### src/fpsi_pkg.sv
/*
 * fpsi_pkg: constants for the front panel status indicator block:
 * register offsets, field positions, reset values, timing counts.
 * assumes a 10 MHz system clock and a 32-bit register port.
 */
`default_nettype none
package fpsi_pkg;
    localparam int unsigned CLK_HZ        = 10_000_000;
    localparam int unsigned BOOT_SCREEN_MS = 3000;
    localparam int unsigned BLINK_HALF_MS = 500;
    localparam int unsigned CYC_PER_MS    = CLK_HZ / 1000;
    localparam logic [24:0] BOOT_HOLD_CYC =
        25'(BOOT_SCREEN_MS * CYC_PER_MS);
    localparam logic [24:0] BLINK_HALF_CYC =
        25'(BLINK_HALF_MS * CYC_PER_MS);

    localparam logic [7:0] OFS_CTRL     = 8'h00;
    localparam logic [7:0] OFS_CH1      = 8'h04;
    localparam logic [7:0] OFS_CH2      = 8'h08;
    localparam logic [7:0] OFS_ACTIONS  = 8'h0c;
    localparam logic [7:0] OFS_OUTLEVEL = 8'h10;
    localparam logic [7:0] OFS_EDIT     = 8'h14;
    localparam logic [7:0] OFS_COMMIT   = 8'h18;
    localparam logic [7:0] OFS_PANEL    = 8'h1c;
    localparam logic [7:0] OFS_IRQ_STAT = 8'h20;
    localparam logic [7:0] OFS_IRQ_MASK = 8'h24;

    // control register fields
    localparam int CTL_TWO_LOOP  = 0;
    localparam int CTL_TWO_INPUT = 1;
    localparam int CTL_CONTROL_OUTPUT_ONE_LAMP_ANA  = 2;
    localparam int CTL_CONTROL_OUTPUT_TWO_LAMP_ANA  = 3;
    localparam int CTL_SEL_LSB   = 4;
    localparam int CTL_WIDTH     = 7;
    localparam logic [2:0] SEL_BITS_MIN = 3'h2;
    localparam logic [2:0] SEL_BITS_MAX = 3'h5;

    // channel state fields
    localparam int ST_RUN_EXEC = 0;
    localparam int ST_RUN_STBY = 1;
    localparam int ST_PAUSE    = 2;
    localparam int ST_IN_ERR   = 3;
    localparam int ST_MANUAL   = 4;
    localparam int ST_FIX      = 5;
    localparam int ST_AT_EXEC  = 6;
    localparam int ST_AT_STBY  = 7;

    // action register fields
    localparam int ACT_EV_LSB = 0;
    localparam int ACT_DO_LSB = 3;
    localparam int ACT_CONTROL_OUTPUT_ONE_LAMP   = 8;
    localparam int ACT_CONTROL_OUTPUT_TWO_LAMP   = 9;
    localparam int ACT_LINK   = 10;
    localparam int ACT_WIDTH  = 11;

    // interrupt event bits
    localparam int IRQ_BOOT_DONE = 0;
    localparam int IRQ_GRP_RET   = 1;
    localparam int IRQ_EDIT      = 2;
    localparam int IRQ_COMMIT    = 3;
    localparam int IRQ_WIDTH     = 4;

    localparam logic [15:0] EDIT_RESET = 16'h0000;
    localparam logic [1:0]  DMODE_1    = 2'h0;
    localparam logic [1:0]  DMODE_2    = 2'h1;
    localparam logic [1:0]  DMODE_3    = 2'h2;

    typedef enum logic [4:0] {
        SCR_NAME  = 5'h01,
        SCR_IO    = 5'h02,
        SCR_OPT   = 5'h04,
        SCR_BASIC = 5'h08,
        SCR_GROUP = 5'h10
    } fpsi_screen_t;
endpackage
`default_nettype wire

### src/fpsi_panel.sv
/*
 * fpsi_panel: front panel lamps, power-up screen sequence, basic
 * screen channel follow and blinking-digit numeric entry.
 * assumes controller logic on the same clock writes channel states
 * over the register port; panel keys arrive raw from the operator.
 */
// What this block does
// - light second-channel lamp while channel two values are displayed
// - two-input: monitor lamps follow channel one, or channel two when lamp lit
// - light measured-value lamp while channel-one measured shows on lower display
// - run lamp blinks in program standby, steady during execution
// - pause lamp steady while paused, blinks on input error while running
// - hand-output lamp blinks while output is in manual
// - constant-setpoint lamp lit while in fixed-value mode
// - event and digital-output lamps lit exactly while their action is active
// - remote-pattern lamp lit when 2 to 5 select bits assigned
// - serial-link lamp lit while setup runs over the communication link
// - self-tuning lamp blinks while tuning runs, steady in tuning standby
// - analog control outputs: lamp brightness by duty proportional to level
// - contact or SSR outputs: lamp on while output on, off otherwise
// - each power-up screen shown about three seconds, then basic screen
// - power-up order: name, io types, options, then basic screen
// - two-loop: group key back to basic follows displayed measured channel
// - first shift or up/down key makes least significant digit blink
// - commit key stores the edited value and stops blinking
`timescale 1ns/1ps
`default_nettype none
module fpsi_panel
    import fpsi_pkg::*;
#(
    parameter logic [24:0] BOOT_HOLD_CYCLES = BOOT_HOLD_CYC,
    parameter logic [24:0] BLINK_CYCLES     = BLINK_HALF_CYC
) (
    input  wire logic        clk,
    input  wire logic        rst_n,
    input  wire logic [7:0]  addr,
    input  wire logic [31:0] wdata,
    input  wire logic        wr_stb,
    input  wire logic        rd_stb,
    output logic      [31:0] rdata,
    output logic             irq,
    input  wire logic        disp_key,
    input  wire logic        screen_group_key,
    input  wire logic        shift_key,
    input  wire logic        up_key,
    input  wire logic        down_key,
    input  wire logic        commit_key,
    output logic      [4:0]  screen_sel,
    output logic      [1:0]  display_mode,
    output logic             basic_channel_two,
    output logic      [15:0] edit_digits,
    output logic      [3:0]  digit_blink,
    output logic             second_channel_lamp,
    output logic             measured_value_lamp,
    output logic             program_run_lamp,
    output logic             pause_lamp,
    output logic             hand_output_lamp,
    output logic             constant_setpoint_lamp,
    output logic      [2:0]  event_action_lamp,
    output logic      [4:0]  digital_output_lamp,
    output logic             remote_pattern_select_lamp,
    output logic             serial_link_lamp,
    output logic             self_tuning_lamp,
    output logic             control_output_one_lamp,
    output logic             control_output_two_lamp
);
    // key synchroniser and edge detect
    logic [5:0] sync1_reg, sync2_reg, prev_reg;
    logic [5:0] key_edge;
    always_ff @(posedge clk or negedge rst_n) begin
        if (!rst_n) begin
            sync1_reg <= 6'h00;
            sync2_reg <= 6'h00;
            prev_reg  <= 6'h00;
        end else begin
            sync1_reg <= {commit_key, down_key, up_key, shift_key,
                          screen_group_key, disp_key};
            sync2_reg <= sync1_reg;
            prev_reg  <= sync2_reg;
        end
    end
    always_comb begin
        key_edge = sync2_reg & ~prev_reg;
    end
    logic k_disp, k_grp, k_shift, k_up, k_down, k_commit;
    assign {k_commit, k_down, k_up, k_shift, k_grp, k_disp} = key_edge;

    // blink divider and duty counter
    logic [24:0] blink_cnt_reg, blink_cnt_next;
    logic        blink_reg, blink_next;
    logic [7:0]  pwm_reg, pwm_next;
    always_comb begin
        pwm_next       = pwm_reg + 8'h01;
        blink_cnt_next = blink_cnt_reg + 25'h0000001;
        blink_next     = blink_reg;
        if (blink_cnt_reg >= BLINK_CYCLES - 25'h0000001) begin
            blink_cnt_next = 25'h0000000;
            blink_next     = ~blink_reg;
        end
    end
    always_ff @(posedge clk or negedge rst_n) begin
        if (!rst_n) begin
            blink_cnt_reg <= 25'h0000000;
            blink_reg     <= 1'b0;
            pwm_reg       <= 8'h00;
        end else begin
            blink_cnt_reg <= blink_cnt_next;
            blink_reg     <= blink_next;
            pwm_reg       <= pwm_next;
        end
    end

    // software registers
    logic [CTL_WIDTH-1:0] ctrl_reg, ctrl_next;
    logic [7:0]           ch1_reg, ch1_next, ch2_reg, ch2_next;
    logic [ACT_WIDTH-1:0] act_reg, act_next;
    logic [15:0]          level_reg, level_next;
    logic [IRQ_WIDTH-1:0] istat_reg, istat_next, imask_reg, imask_next;
    logic [IRQ_WIDTH-1:0] ev_set;
    logic [31:0]          rdata_reg, rdata_next;

    // screen and edit state
    fpsi_screen_t scr_reg, scr_next;
    logic [24:0]  hold_reg, hold_next;
    logic [1:0]   mode_reg, mode_next;
    logic         bch_reg, bch_next;
    logic         edit_reg, edit_next;
    logic [1:0]   dig_reg, dig_next;
    logic [15:0]  val_reg, val_next, commit_reg, commit_next;

    function automatic logic [3:0] bcd_step(input logic [3:0] d, input logic up);
        logic [3:0] r;
        r = d;
        if (up) begin
            r = (d >= 4'h9) ? 4'h0 : d + 4'h1;
        end else begin
            r = (d == 4'h0 || d > 4'h9) ? 4'h9 : d - 4'h1;
        end
        return r;
    endfunction

    always_comb begin
        scr_next    = scr_reg;
        hold_next   = hold_reg;
        mode_next   = mode_reg;
        bch_next    = bch_reg;
        edit_next   = edit_reg;
        dig_next    = dig_reg;
        val_next    = val_reg;
        commit_next = commit_reg;
        ev_set      = '0;
        unique case (scr_reg)
            SCR_NAME, SCR_IO, SCR_OPT: begin
                hold_next = hold_reg + 25'h0000001;
                if (hold_reg >= BOOT_HOLD_CYCLES - 25'h0000001) begin
                    hold_next = 25'h0000000;
                    unique case (scr_reg)
                        SCR_NAME: scr_next = SCR_IO;
                        SCR_IO:   scr_next = SCR_OPT;
                        default:  scr_next = SCR_BASIC;
                    endcase
                    if (scr_reg == SCR_OPT) begin
                        ev_set[IRQ_BOOT_DONE] = 1'b1;
                    end
                end
            end
            SCR_BASIC: begin
                if (k_disp) begin
                    if (!ctrl_reg[CTL_TWO_LOOP] || mode_reg == DMODE_3) begin
                        mode_next = DMODE_1;
                    end else begin
                        mode_next = mode_reg + 2'h1;
                    end
                end else if (k_grp) begin
                    scr_next = SCR_GROUP;
                end
            end
            SCR_GROUP: begin
                if (k_grp && !edit_reg) begin
                    scr_next = SCR_BASIC;
                    ev_set[IRQ_GRP_RET] = 1'b1;
                    bch_next = ctrl_reg[CTL_TWO_LOOP] && mode_reg == DMODE_2;
                end else if (!edit_reg && (k_shift || k_up || k_down)) begin
                    edit_next = 1'b1;
                    dig_next  = 2'h0;
                    ev_set[IRQ_EDIT] = 1'b1;
                end else if (edit_reg && k_commit) begin
                    commit_next = val_reg;
                    edit_next   = 1'b0;
                    ev_set[IRQ_COMMIT] = 1'b1;
                end else if (edit_reg && k_shift) begin
                    dig_next = dig_reg + 2'h1;
                end else if (edit_reg && (k_up || k_down)) begin
                    val_next[dig_reg*4 +: 4] = bcd_step(val_reg[dig_reg*4 +: 4], k_up);
                end
            end
        endcase
        if (!ctrl_reg[CTL_TWO_LOOP]) begin
            mode_next = DMODE_1;
        end
        if (wr_stb && addr == OFS_EDIT && !edit_reg) begin
            val_next = wdata[15:0];
        end
    end
    always_ff @(posedge clk or negedge rst_n) begin
        if (!rst_n) begin
            scr_reg    <= SCR_NAME;
            hold_reg   <= 25'h0000000;
            mode_reg   <= DMODE_1;
            bch_reg    <= 1'b0;
            edit_reg   <= 1'b0;
            dig_reg    <= 2'h0;
            val_reg    <= EDIT_RESET;
            commit_reg <= EDIT_RESET;
        end else begin
            scr_reg    <= scr_next;
            hold_reg   <= hold_next;
            mode_reg   <= mode_next;
            bch_reg    <= bch_next;
            edit_reg   <= edit_next;
            dig_reg    <= dig_next;
            val_reg    <= val_next;
            commit_reg <= commit_next;
        end
    end

    // register port
    always_comb begin
        ctrl_next  = ctrl_reg;
        ch1_next   = ch1_reg;
        ch2_next   = ch2_reg;
        act_next   = act_reg;
        level_next = level_reg;
        imask_next = imask_reg;
        istat_next = istat_reg;
        rdata_next = 32'h00000000;
        if (wr_stb) begin
            unique case (addr)
                OFS_CTRL:     ctrl_next  = wdata[CTL_WIDTH-1:0];
                OFS_CH1:      ch1_next   = wdata[7:0];
                OFS_CH2:      ch2_next   = wdata[7:0];
                OFS_ACTIONS:  act_next   = wdata[ACT_WIDTH-1:0];
                OFS_OUTLEVEL: level_next = wdata[15:0];
                OFS_IRQ_STAT: istat_next = istat_reg & ~wdata[IRQ_WIDTH-1:0];
                OFS_IRQ_MASK: imask_next = wdata[IRQ_WIDTH-1:0];
                default: ;
            endcase
        end
        // set wins over write-one clear
        istat_next = istat_next | ev_set;
        if (rd_stb) begin
            unique case (addr)
                OFS_CTRL:     rdata_next = {25'h0, ctrl_reg};
                OFS_CH1:      rdata_next = {24'h0, ch1_reg};
                OFS_CH2:      rdata_next = {24'h0, ch2_reg};
                OFS_ACTIONS:  rdata_next = {21'h0, act_reg};
                OFS_OUTLEVEL: rdata_next = {16'h0, level_reg};
                OFS_EDIT:     rdata_next = {16'h0, val_reg};
                OFS_COMMIT:   rdata_next = {16'h0, commit_reg};
                OFS_PANEL:    rdata_next = {20'h0, dig_reg, edit_reg, bch_reg,
                                            mode_reg, 1'b0, scr_reg};
                OFS_IRQ_STAT: rdata_next = {28'h0, istat_reg};
                OFS_IRQ_MASK: rdata_next = {28'h0, imask_reg};
                default:      rdata_next = 32'h00000000;
            endcase
        end
    end
    always_ff @(posedge clk or negedge rst_n) begin
        if (!rst_n) begin
            ctrl_reg  <= '0;
            ch1_reg   <= 8'h00;
            ch2_reg   <= 8'h00;
            act_reg   <= '0;
            level_reg <= 16'h0000;
            istat_reg <= '0;
            imask_reg <= '0;
            rdata_reg <= 32'h00000000;
        end else begin
            ctrl_reg  <= ctrl_next;
            ch1_reg   <= ch1_next;
            ch2_reg   <= ch2_next;
            act_reg   <= act_next;
            level_reg <= level_next;
            istat_reg <= istat_next;
            imask_reg <= imask_next;
            rdata_reg <= rdata_next;
        end
    end

    // lamp drive
    logic [24:0] lamp_reg, lamp_next;
    logic [7:0]  mon;
    logic        ch2_lit, pv_lit;
    logic [2:0]  sel_bits;
    always_comb begin
        ch2_lit  = mode_reg == DMODE_2;
        pv_lit   = mode_reg == DMODE_3;
        mon      = (ctrl_reg[CTL_TWO_INPUT] && ch2_lit) ? ch2_reg : ch1_reg;
        sel_bits = ctrl_reg[CTL_SEL_LSB +: 3];
        lamp_next = '0;
        lamp_next[0] = ch2_lit;
        lamp_next[1] = pv_lit;
        lamp_next[2] = mon[ST_RUN_EXEC] || (mon[ST_RUN_STBY] && blink_reg);
        lamp_next[3] = mon[ST_PAUSE] ||
                       (mon[ST_IN_ERR] && mon[ST_RUN_EXEC] && blink_reg);
        lamp_next[4] = mon[ST_MANUAL] && blink_reg;
        lamp_next[5] = mon[ST_FIX];
        lamp_next[8:6]   = act_reg[ACT_EV_LSB +: 3];
        lamp_next[13:9]  = act_reg[ACT_DO_LSB +: 5];
        lamp_next[14] = sel_bits >= SEL_BITS_MIN && sel_bits <= SEL_BITS_MAX;
        lamp_next[15] = act_reg[ACT_LINK];
        lamp_next[16] = mon[ST_AT_EXEC] ? blink_reg : mon[ST_AT_STBY];
        lamp_next[17] = ctrl_reg[CTL_CONTROL_OUTPUT_ONE_LAMP_ANA] ? (level_reg[7:0] > pwm_reg)
                                               : act_reg[ACT_CONTROL_OUTPUT_ONE_LAMP];
        lamp_next[18] = ctrl_reg[CTL_CONTROL_OUTPUT_TWO_LAMP_ANA] ? (level_reg[15:8] > pwm_reg)
                                               : act_reg[ACT_CONTROL_OUTPUT_TWO_LAMP];
        lamp_next[22:19] = (edit_reg && blink_reg) ? 4'(4'h1 << dig_reg) : 4'h0;
        lamp_next[23] = |(istat_reg & imask_reg);
        lamp_next[24] = 1'b0;
    end
    always_ff @(posedge clk or negedge rst_n) begin
        if (!rst_n) begin
            lamp_reg <= '0;
        end else begin
            lamp_reg <= lamp_next;
        end
    end

    assign second_channel_lamp        = lamp_reg[0];
    assign measured_value_lamp        = lamp_reg[1];
    assign program_run_lamp           = lamp_reg[2];
    assign pause_lamp                 = lamp_reg[3];
    assign hand_output_lamp           = lamp_reg[4];
    assign constant_setpoint_lamp     = lamp_reg[5];
    assign event_action_lamp          = lamp_reg[8:6];
    assign digital_output_lamp        = lamp_reg[13:9];
    assign remote_pattern_select_lamp = lamp_reg[14];
    assign serial_link_lamp           = lamp_reg[15];
    assign self_tuning_lamp           = lamp_reg[16];
    assign control_output_one_lamp    = lamp_reg[17];
    assign control_output_two_lamp    = lamp_reg[18];
    assign digit_blink                = lamp_reg[22:19];
    assign irq                        = lamp_reg[23];
    assign rdata                      = rdata_reg;
    assign screen_sel                 = scr_reg;
    assign display_mode               = mode_reg;
    assign basic_channel_two          = bch_reg;
    assign edit_digits                = val_reg;
endmodule
`default_nettype wire

### config.mk
export PLATFORM = sky130hd
export DESIGN_NAME = fpsi_panel
export DESIGN_NICKNAME = d
export VERILOG_FILES = /design/src/fpsi_pkg.sv /design/src/fpsi_panel.sv
export SDC_FILE = /design/constraint.sdc
export NUM_CORES = 1
export LEC_CHECK = 0
export ABC_AREA = 0
export BUFFER_PORTS_ARGS = -buffer_cell sky130_fd_sc_hd__buf_2
export CORE_ASPECT_RATIO = 1.4
export CORE_MARGIN = 10
export CORE_UTILIZATION = 60
export CTS_BUF_LIST = sky130_fd_sc_hd__clkbuf_8
export CTS_CLUSTER_SIZE = 12
export DETAILED_ROUTE_END_ITERATION = 16
export MAX_ROUTING_LAYER = met4
export PLACE_DENSITY_LB_ADDON = 0.12
export SYNTH_ARGS = -nofsm -noshare
export SYNTH_HDL_FRONTEND = slang
export SYNTH_SLANG_ARGS = --single-unit
### constraint.sdc
create_clock -name clk -period 5.85 [get_ports clk]
set_input_delay 0.2925 -clock clk [delete_from_list [all_inputs] [get_ports clk]]
set_output_delay 0.2925 -clock clk [all_outputs]
set_load 0.005 [all_outputs]
# Word-level counts from Yosys, hierarchy flattened
# Index checks and enable logic that the tools add are counted.
# Widths: inputs -> output; s select.
# totals
elab_cells,176
out_inout_bits,80
ramBits,0
input_bits,50
romBits,0
reg_bits,234
latchBits,0
n_memories,0
# classes
n_addsub,8
n_bitwise,9
magnitude_cmp,8
shifts,4
n_div,0
n_eq_ne,27
n_mux,52
mul,0
n_reduce_logical,45
# op_table
cell,n
$pmux 16 s10,1
$mux 16,8
$add 25x1->25 const B,2
$mux 25,2
$mux 4,12
$neg 4->34,1
$shift 4x34->16 const A,1
$shiftx 4x34->16,1
$eq 8x5->1 const B,4
$ge 25x23->1 const B,1
$ge 25x25->1 const B,1
$mux 5,4
$bwmux 16,1
$eq 8x4->1 const B,2
$eq 8x6->1 const B,2
$gt 8x8->1,2
$mux 2,8
$reduce_and 2->1,8
$shiftx 16x5->4,1
$logic_and 1x1->1,15
$pmux 5 s3,1
$mux 1,12
$ne 2x2->1 const B,6
$reduce_and 4->1,3
36 further kinds,54

# Longest topological paths before layout
# Gate-level depths: netlist of the first run.
# depth
ltp_word,20
depth_mapped,10
ltp_nobuf,9

# Worst setup path after synthesis of the first run
# OpenSTA, ideal clock, no wires.
# synth_timing
path_kind,register -> register
startpoint,reg dig_reg[0]
endpoint,"reg val_reg[10], in the netlist edit_digits[10]"
setup_time_ps,134
slack_ps,3349
arrival_time_ps,2367
required_time_ps,5716
synth_period_minus_slack_ps,2501
stages_incl_launch_ff,8
path_buffers,1
path_cell_list,dfrtp_1 -> buf_2 -> mux4_2 -> ha_1 -> o221a_2 -> or2_2 -> a22oi_1 -> o21ai_0
# synth_between
elab_chain_len,20
elab_cells_between_ends,27
classes_between,3 x add/sub; 2 x order compare; 3 x shift; 17 x mux; 2 x reduce/logical
# synth_lines
item,line,rtl
"start, declared",fpsi_panel.sv:128,"logic [1:0] dig_reg, dig_next;"
"start signal, assigned",fpsi_panel.sv:221,dig_reg <= dig_next;
$shiftx 16x5->4,fpsi_panel.sv:194,"val_next[dig_reg*4 +: 4] = bcd_step(val_reg[dig_reg*4 +: 4], k_up);"
$gt 4x4->1 or $logic_not 4->1 (tied branches),fpsi_panel.sv:137,r = (d == 4'h0 || d > 4'h9) ? 4'h9 : d - 4'h1;
$logic_or 1x1->1,fpsi_panel.sv:137,
$mux 4,fpsi_panel.sv:137,
$mux 4,fpsi_panel.sv:134,if (up) begin
$mux 4,fpsi_panel.sv:193,end else if (edit_reg && (k_up || k_down)) begin
$mux 4,fpsi_panel.sv:191,end else if (edit_reg && k_shift) begin
$mux 4,fpsi_panel.sv:187,end else if (edit_reg && k_commit) begin
[4 not listed],n/a,
$bwmux 16 *,fpsi_panel.sv:194,
$mux 16 *,fpsi_panel.sv:193,
$mux 16 *,fpsi_panel.sv:191,
$mux 16 *,fpsi_panel.sv:187,
$mux 16 *,fpsi_panel.sv:183,end else if (!edit_reg && (k_shift || k_up || k_down)) begin
$mux 16 *,fpsi_panel.sv:179,if (k_grp && !edit_reg) begin
$mux 16 *,fpsi_panel.sv:152,unique case (scr_reg)
$mux 16 *,fpsi_panel.sv:201,if (wr_stb && addr == OFS_EDIT && !edit_reg) begin
"end signal, assigned",fpsi_panel.sv:222,val_reg <= val_next;
"end, declared",fpsi_panel.sv:129,"logic [15:0] val_reg, val_next, commit_reg, commit_next;"
# Every way passes the cells marked *; elsewhere a longest branch is shown, timed or not. The select of a mux whose other input is x is not followed.
# A chain may end at the register's enable or synchronous reset.

# Worst setup path after layout of the first run
# layout_timing
startpoint,reg dig_reg[0]
endpoint,"reg val_reg[2], in the netlist edit_digits[2]"
# The elaborated chain is that of the path after synthesis.

==> results.txt, run 1 <==
* Status: complete, no violations
* Comb power frac: 0.192
- Most common library cell in the layout ignoring fill and taps: dfrtp_1
* Switching power of the nets: 1140 uW
* Proportion of synthesized flip-flops having asynchronous set or reset: 1.00
* Biggest area consumer among synthesized cells: dfrtp_1
- The endpoint identified for the worst register-to-register timing path is edit_digits[2]$_DFFE_PN0P_.
* Clock root buffer: clkbuf_8
- By area the synthesized netlist is led by dfrtp_1 (53%), mux2_2 (8.0%), ha_1 (3.7%).
* 1st-pass router iterations: 8
- The worst setup path is launched from a flip-flop.
- The filler cells instantiated in the layout total around 1,300.
- Syn-to-layout area delta: 12.9%
- Total area of multi-input combinational cells: 4450 sq um
- Via density per instance: between 6 and 7
- STA classifies the critical path endpoint as a flip-flop.
- The min-delay analysis places its worst path in the category primary input to flip-flop.
- The number of cells on the worst reg-to-reg path is 6.
* Predominant post-synthesis flop cell: dfrtp_1
* Critical path's slowest cell: dfrtp_1
* Unrepaired setup endpoints after global routing: no
* Initial core utilization: 0.609
- Fmax: approximately 330 MHz
- The initialized floorplan defines 56 standard-cell rows.
- Worst setup endpoint: edit_digits[2]$_DFFE_PN0P_
* CTS Buffer Depth: 3
- The worst path in the final design needs a cycle of 2990 ps, including I/O delays and setup.
* Seq pwr share: 0.480
- Synth Register Bits: 218
- Yosys Warn Count: 0
* Switching Fraction: 0.306
- Start of the worst register-to-register path: dig_reg[0]$_DFFE_PN0P_
- The number of antenna violations at the first check in global routing was 1.
- For this block, the initial DRC count from the detailed router was 477.
- Core box area: 16,700 sq um
- Mapped Cells: 900
- The die covers roughly 23,000 sq um.
* Register Area: 5460 sq um
- Sequential element share of the synthesized area: 0.535
- The share of synthesized area in the top cell type comes to 0.533.
* Number of synthesized flops with an enable pin: 0
- After clock tree synthesis, the clock-pin slew on the worst setup and hold paths is approximately 60 ps.
* PD cells: around 330 nW/um^2
* Transition time at the pin with the least slew margin: ~1100 ps
* Total length of routed wires: 25,100 um
- Number of nets in the final layout: about 1,100
* Clock sink count: around 220
- Routability congestion estimate: about 0.89
* Kind of critical path: flip-flop to flip-flop
- Ports placed on the boundary: 130
- Logic depth of the worst path, buffers included: 6
* Total of cells resized after clock tree synthesis: 0
- Number of distinct library cells after synthesis: 64
- In the global route stage, overall resource usage came out at 0.230.
- Final TNS setup: 0 ps
* Number of DRC violations after detailed routing: 0
- The die is 174 um tall.
* Part of the cycle the worst path needs: 0.512
- Cells along the critical path: mux4_2, ha_1, o221a_2, or2_2, a22oi_1, o21ai_0
- The via count of the first global-routing pass came to 7,746.
- Post-detail-place hpwl: about 18,000 um
* Worst hold path stage count: 2
- Across the VDD grid, the largest voltage drop is ~0.00023 V.
- Input and output buffers added on the ports amount to slightly below 100.
* Final number of max-transition violations: 0
* Part of the power in the clock network: 0.329
* First-pass GRT wire length: between 40,000 and 50,000 um
* Number of CTS-inserted buffers: 35
* Clock tree from TritonCTS: built
- Counting both buffers and inverters, the worst setup path holds a total of 0.
- The count of final hold-check violations came to 0.
* Most frequent cells in the layout: dfrtp_1 (217), buf_2 (96), nor2_1 (82), mux2_2 (72), nand2_1 (56)
- In this design, the largest share of critical-path delay is due to compound AO/OA/AOI/OAI gates.
* Sum of overflow across all layers after global routing: 0
* Largest net degree at the start of global routing: between 80 and 90
- Number of maximum-capacitance constraint violations: 0
- Synth Area per Inst: between 10 and 15 sq um
* Post-route clock skew: roughly 18 ps
* Crit-path max cell delay: roughly 750 ps
- In this run the static leakage power is about 0.0054 uW.
* FF-to-FF setup slack: 2860 ps
- Setup violations remaining at the end of the flow were counted as 0.
- Cell internal power was estimated by the tool at 2600 uW.
- Across all layers, the routed design uses 7,517 vias.
- Required time of the critical path: 6230 ps
- Worst slew margin relative to its limit: 0.238
* Fraction of layout cells with a size suffix above 1: 0.232
- Remaining number of nets flagged by the antenna check after routing: 0
- Data arrival at the endpoint of the critical path: around 3400 ps
- The later pin in the worst-skew pair is clocked with a latency of between 500 and 600 ps.
- Worst hold margin: approximately 38 ps
- After detailed routing, the average wire length per cell comes to 20.4 um.
- Maximum fanout encountered on the critical timing path: 16
- CTS H-tree lvls: 2
- Die span in x: roughly 130 um
- In this run the cell area of the synthesized design comes to around 10,000 sq um.
- Tracing the worst setup path back leads to its startpoint at dig_reg[0]$_DFFE_PN0P_.
-- how the worst min path moves through the flow --
| stage | startpoint | endpoint | slack (ps) |
|---|---|---|---|
| final | wdata[15] | level_reg[15]$_DFFE_PN0P_ | 40 |
| after global routing | wdata[15] | level_reg[15]$_DFFE_PN0P_ | 20 |
| after CTS | wdata[15] | level_reg[15]$_DFFE_PN0P_ | 20 |
| after detailed placement | rst_n | pwm_reg[5]$_DFF_PN0_ | 240 |
| after global placement | rst_n | pwm_reg[5]$_DFF_PN0_ | 240 |
| after floorplan | rst_n | act_reg[0]$_DFFE_PN0P_ | -3 |
-- cells by family (layout without fill, tap and decap cells) --
logic type	Yosys count	after routing	share of synthesized area
other	1	19	0.000368
DFF	218	218	0.535
buffers and inverters	77	190	0.0352
muxes	85	85	0.102
AOI/OAI and AO/OA	160	160	0.110
and+or+nand+nor	279	279	0.137
adders and majority gates	30	30	0.0368
xor gates and xnor gates	50	50	0.0430
-- power groups by stage --
stage / clock (uW) / sequential [uW] / combinational, uW
CTS: 1260 / 1790 / 715
global route: 1320 / 1810 / 798
floorplan: 0 / 1730 / 518
detailed placement: 0 / 1820 / 707
global placement: 0 / 1810 / 695
finish: 1230 / 1800 / 718
-- cell usage after synthesis, types with 3 or more instances --
library cell  number
dfrtp_1          217
nor2_1            82
mux2_2            72
nand2_1           56
o21ai_0           39
nand3_1           32
inv_1             31
ha_1              30
xor2_1            29
a22oi_1           27
a21oi_1           26
clkbuf_1          21
xnor2_1           21
nand4_1           20
nor3_1            19
buf_4             16
a222oi_1          14
nor2b_1           14
and3_1            13
a31oi_1            8
and4_1             8
buf_2              8
mux4_2             8
nand2b_1           8
mux2i_1            5
a211oi_1           4
a22o_1             4
nand3b_1           4
o22ai_1            4
a21boi_0           3
a221oi_1           3
a32oi_1            3
a41oi_1            3
and2_1             3
nor4_1             3
o21a_1             3
or3_1              3
-- final cells by class --
class                      count  share of cell area
clock inverter                 8             0.00315
clock buffer                  44              0.0526
inverter                      31              0.0101
multi-input combinational    622               0.387
sequential                   218               0.474
timing repair buffer         107              0.0511
tap                          203              0.0221
antenna                        1            0.000217
-- per-layer routing --
layer | up-vias | track usage | wire [um]
met2 | 273 | 0.383 | 12900
met1 | 3701 | 0.260 | 9620
met5 | - | - | 0
li1 | 3467 | - | -
met3 | 76 | 0.0481 | 1610
met4 | 0 | 0.0968 | 1000
-- timing repair --
action | CTS | global route
endpoints found under the setup margin | 0 | 0
buffers inserted | 0 | 0
endpoints found under the hold margin | 61 | 0
hold buffers | 7 | 0
-- metrics by stage --
| step | std cells | util | worst slack, ps | total power, uW | area (sq um) |
|---|---|---|---|---|---|
| after global placement | 1174 | 0.645 | 2560 | 2510 | 10800 |
| after global routing | 1234 | 0.687 | 2660 | 3930 | 11500 |
| after floorplan | 917 | - | 3350 | 2250 | 10300 |
| final | 1234 | 0.687 | 2860 | 3750 | 11500 |
| after CTS | 1233 | 0.687 | 2890 | 3760 | 11500 |
| after detailed placement | 1174 | 0.645 | 2500 | 2520 | 10800 |
(Power assumes the default switching activity.)
==> inputs of run 2 (changes only) <==
Settings changed: CORE_UTILIZATION 60 to 54.
Clock period 5.85 ns to 2.5 ns, I/O delays scaled along.
==> run 2 against run 1 <==
Net effect: cell count is 10% higher; sequential power up 120%; worst hold slack better by 6.3 ps; critical path type unchanged; largest cell class unchanged; largest power group unchanged; highest routed layer unchanged.
==> results.txt, run 2 (synthesis gave the netlist of run 1 again) <==
- Final TNS setup: 0 ps (unchanged)
- Number of global-route vias before repair: 7,874 (+1.7%)
* Post-detail-place hpwl: 19,100 um (+8.4%)
* Clock sink count: 218 (unchanged)
- The die outline area is 24,800 sq um (+9.6%).
- Die span in x: 136 um (+4.6%)
- The top-level I/O count came to 130 (unchanged).
- STA classifies the critical path startpoint as a flip-flop.
- The total clock buffers created by CTS came to 37 (+5.7%).
- The number of fill cells in the layout came to 1,529 (+18%).
- Transition time at the pin with the least slew margin: 698 ps (-440 ps)
* Global-route met1 utilization: 0.251 (-0.00900)
* CTS Buffer Depth: 3 (unchanged)
* Post-route clock skew: 16.4 ps (-1.24 ps)
* Total length of routed wires: 26,200 um (+4.4%)
- Clock tree from TritonCTS: built
- The worst-case headroom to the max-slew limit came to 0.533 (+0.295).
- Leaving out fill and tap cells, the most frequent cell in the layout is dfrtp_1.
- Fraction of met2 tracks used by global routing: 0.369 (-0.0143)
- The critical path goes through mux4_2, ha_2, o221a_2, or2_2, a2bb2oi_1, buf_4, o21ai_0.
- The placement row count came to 59 (+5.4%).
- The post-CTS clock slew at the launch and capture registers of the worst setup and hold paths was 60 ps (about the same).
- Most frequent cells in the layout: dfrtp_1 (215), buf_2 (96), nor2_1 (82), mux2_2 (72), nand2_1 (56)
- The final weighted congestion of routability-driven global placement is 0.909 (+2.1%).
- Most Crowded Layer GR: met2
* LEAKAGE: 0.00585 uW (+7.7%)
- Required time of the critical path: 2930 ps (-3300 ps)
* Final number of max-transition violations: 0 (unchanged)
- The count of final hold-check violations is 0 (unchanged).
* Critical path buffers and inverters: 1 (+1)
- Violation count after the first detailed-routing iteration: 585 (+23%)
* Kind of critical path: flip-flop to flip-flop
- The largest fanout on the critical path is 5 (-11).
* Die outline height: 183 um (+4.8%)
- The net total in the final layout is 1,164 (+6.3%).
- Syn-to-layout area delta: 20.7%
- The peak per-stage delay on the critical path came to 560 ps (-190 ps).
* Fmax: 420 MHz (+26%)
* Final setup violation count: 0 (unchanged)
- The worst setup path is captured at a flip-flop.
* Clock root buffer: clkbuf_8
- 1st-pass router iterations: 5 (-3)
- The final critical-path required period is 2380 ps (-611 ps).
- Largest net degree at the start of global routing: 71 (-17%)
* Global-route met3 utilization: 0.0410 (-0.00716)
- Number of maximum-capacitance constraint violations: 0 (unchanged)
* Clock latency reported for the late side of the worst-skew pair: 530 ps (about the same)
- PD cells: 776 nW/um^2 (+140%)
* Part of the cycle the worst path needs: 0.953 (+0.441)
- Via density per instance: 5.68 (-6.7%)
- The starting density of the core was 0.548 (-0.0607).
- The overall track demand over capacity in global routing is 0.219 (-0.0107).
* Remaining number of nets flagged by the antenna check after routing: 0 (unchanged)
- The run finished with clean final reports.
- VDD IR-drop max: 0.000537 V (+140%)
- The number of H-tree levels came to 2 (unchanged).
- Unrepaired setup endpoints after global routing: no
- The total congestion overflow is 0 (unchanged).
* Worst hold margin: 44.3 ps (+6.31 ps)
* Fraction of layout cells with a size suffix above 1: 0.278 (+0.0458)
- Average wire length per cell after detail routing: 19.3 um (-5.1%)
* First-pass GRT wire length: 42,300 um (+4.7%)
- Core box area: 18,600 sq um (+11%)
- Cell class contributing the biggest share of worst-path delay: compound AO/OA/AOI/OAI gates
- # port buffers: 97 (unchanged)
- Antenna violations before repair: 2 (+1)
- Critical path's slowest cell: mux4_2
- Worst Hold Class: primary input to flip-flop
* Number of DRC violations after detailed routing: 0 (unchanged)
* Via Count: 7,714 (+2.6%)
- The arrival time at the worst endpoint was 2820 ps (-560 ps).
## run 2: cell count changes in the layout (fill, tap and decap cells not counted), moves of 3 or more
cell,delta
dlygate4sd3_1,+16
clkbuf_8,+6
buf_4,+49
clkinv_2,+3
## run 2: per-layer routing
metal / part of all wire / wire [um]
met5: 0 / 0
met4: 0.034 / 881
met3: 0.047 / 1230
met2: 0.53 / 13800
met1: 0.39 / 10300
## run 2: cell type report
class                      instances  area (sq um)  area share
clock buffer                      50           688      0.0559
timing repair buffer             174          1160      0.0940
multi-input combinational        622          4470       0.363
sequential                       218          5460       0.444
antenna                            2          5.00    0.000407
tap                              244           305      0.0248
clock inverter                    17           104     0.00844
inverter                          31           116     0.00946
## run 2: report_power, final
| part | total, uW | switching [uW] | internal (uW) |
|---|---|---|---|
| logic | 2170 | 1230 | 939 |
| registers | 4040 | 233 | 3810 |
| clock network | 3330 | 1440 | 1890 |
## run 2: what timing repair did
action,in CTS,in global routing
hold buffers,23,0
resized for setup,0,9
setup buffers,0,1
hold endpoints to repair,126,0
setup endpoints to repair,0,39
## run 2: tightest hold or removal path, cell delays in order
cell and delay (ps):
buf_2 190, nand3_1 110, nand2_1 50, o21ai_0 60
## run 2: per-stage QoR
step                      instance area [sq um]  power [uW]  setup WS, ps  instances   util
final                                     12300        9540           117       1358  0.661
after global routing                      12300       10100          11.5       1358  0.661
after CTS                                 12300        9550          25.0       1355  0.660
after detailed placement                  11200        6150          35.3       1265  0.605
after global placement                    11200        6130          97.0       1265  0.605
after floorplan                           10300        5260          72.5        917      -
## run 2: worst paths after layout
| path | depth (start not counted) | end | from | slack (ps) |
|---|---|---|---|---|
| worst min register to register | 0 | sync2_reg[3]$_DFF_PN0_ | sync1_reg[3]$_DFF_PN0_ | 340 |
| worst min-delay path | 4 | istat_reg[2]$_DFF_PN0_ | wdata[2] | 40 |
| worst max register to register | 7 | edit_digits[4]$_DFFE_PN0P_ | edit_digits[12]$_DFFE_PN0P_ | 120 |
| max in group asynchronous | 3 | blink_cnt_reg[21]$_DFF_PN0_ | rst_n | 1560 |
| min in group asynchronous | 2 | pwm_reg[3]$_DFF_PN0_ | rst_n | 160 |
| worst max-delay path | 7 | edit_digits[4]$_DFFE_PN0P_ | edit_digits[12]$_DFFE_PN0P_ | 120 |
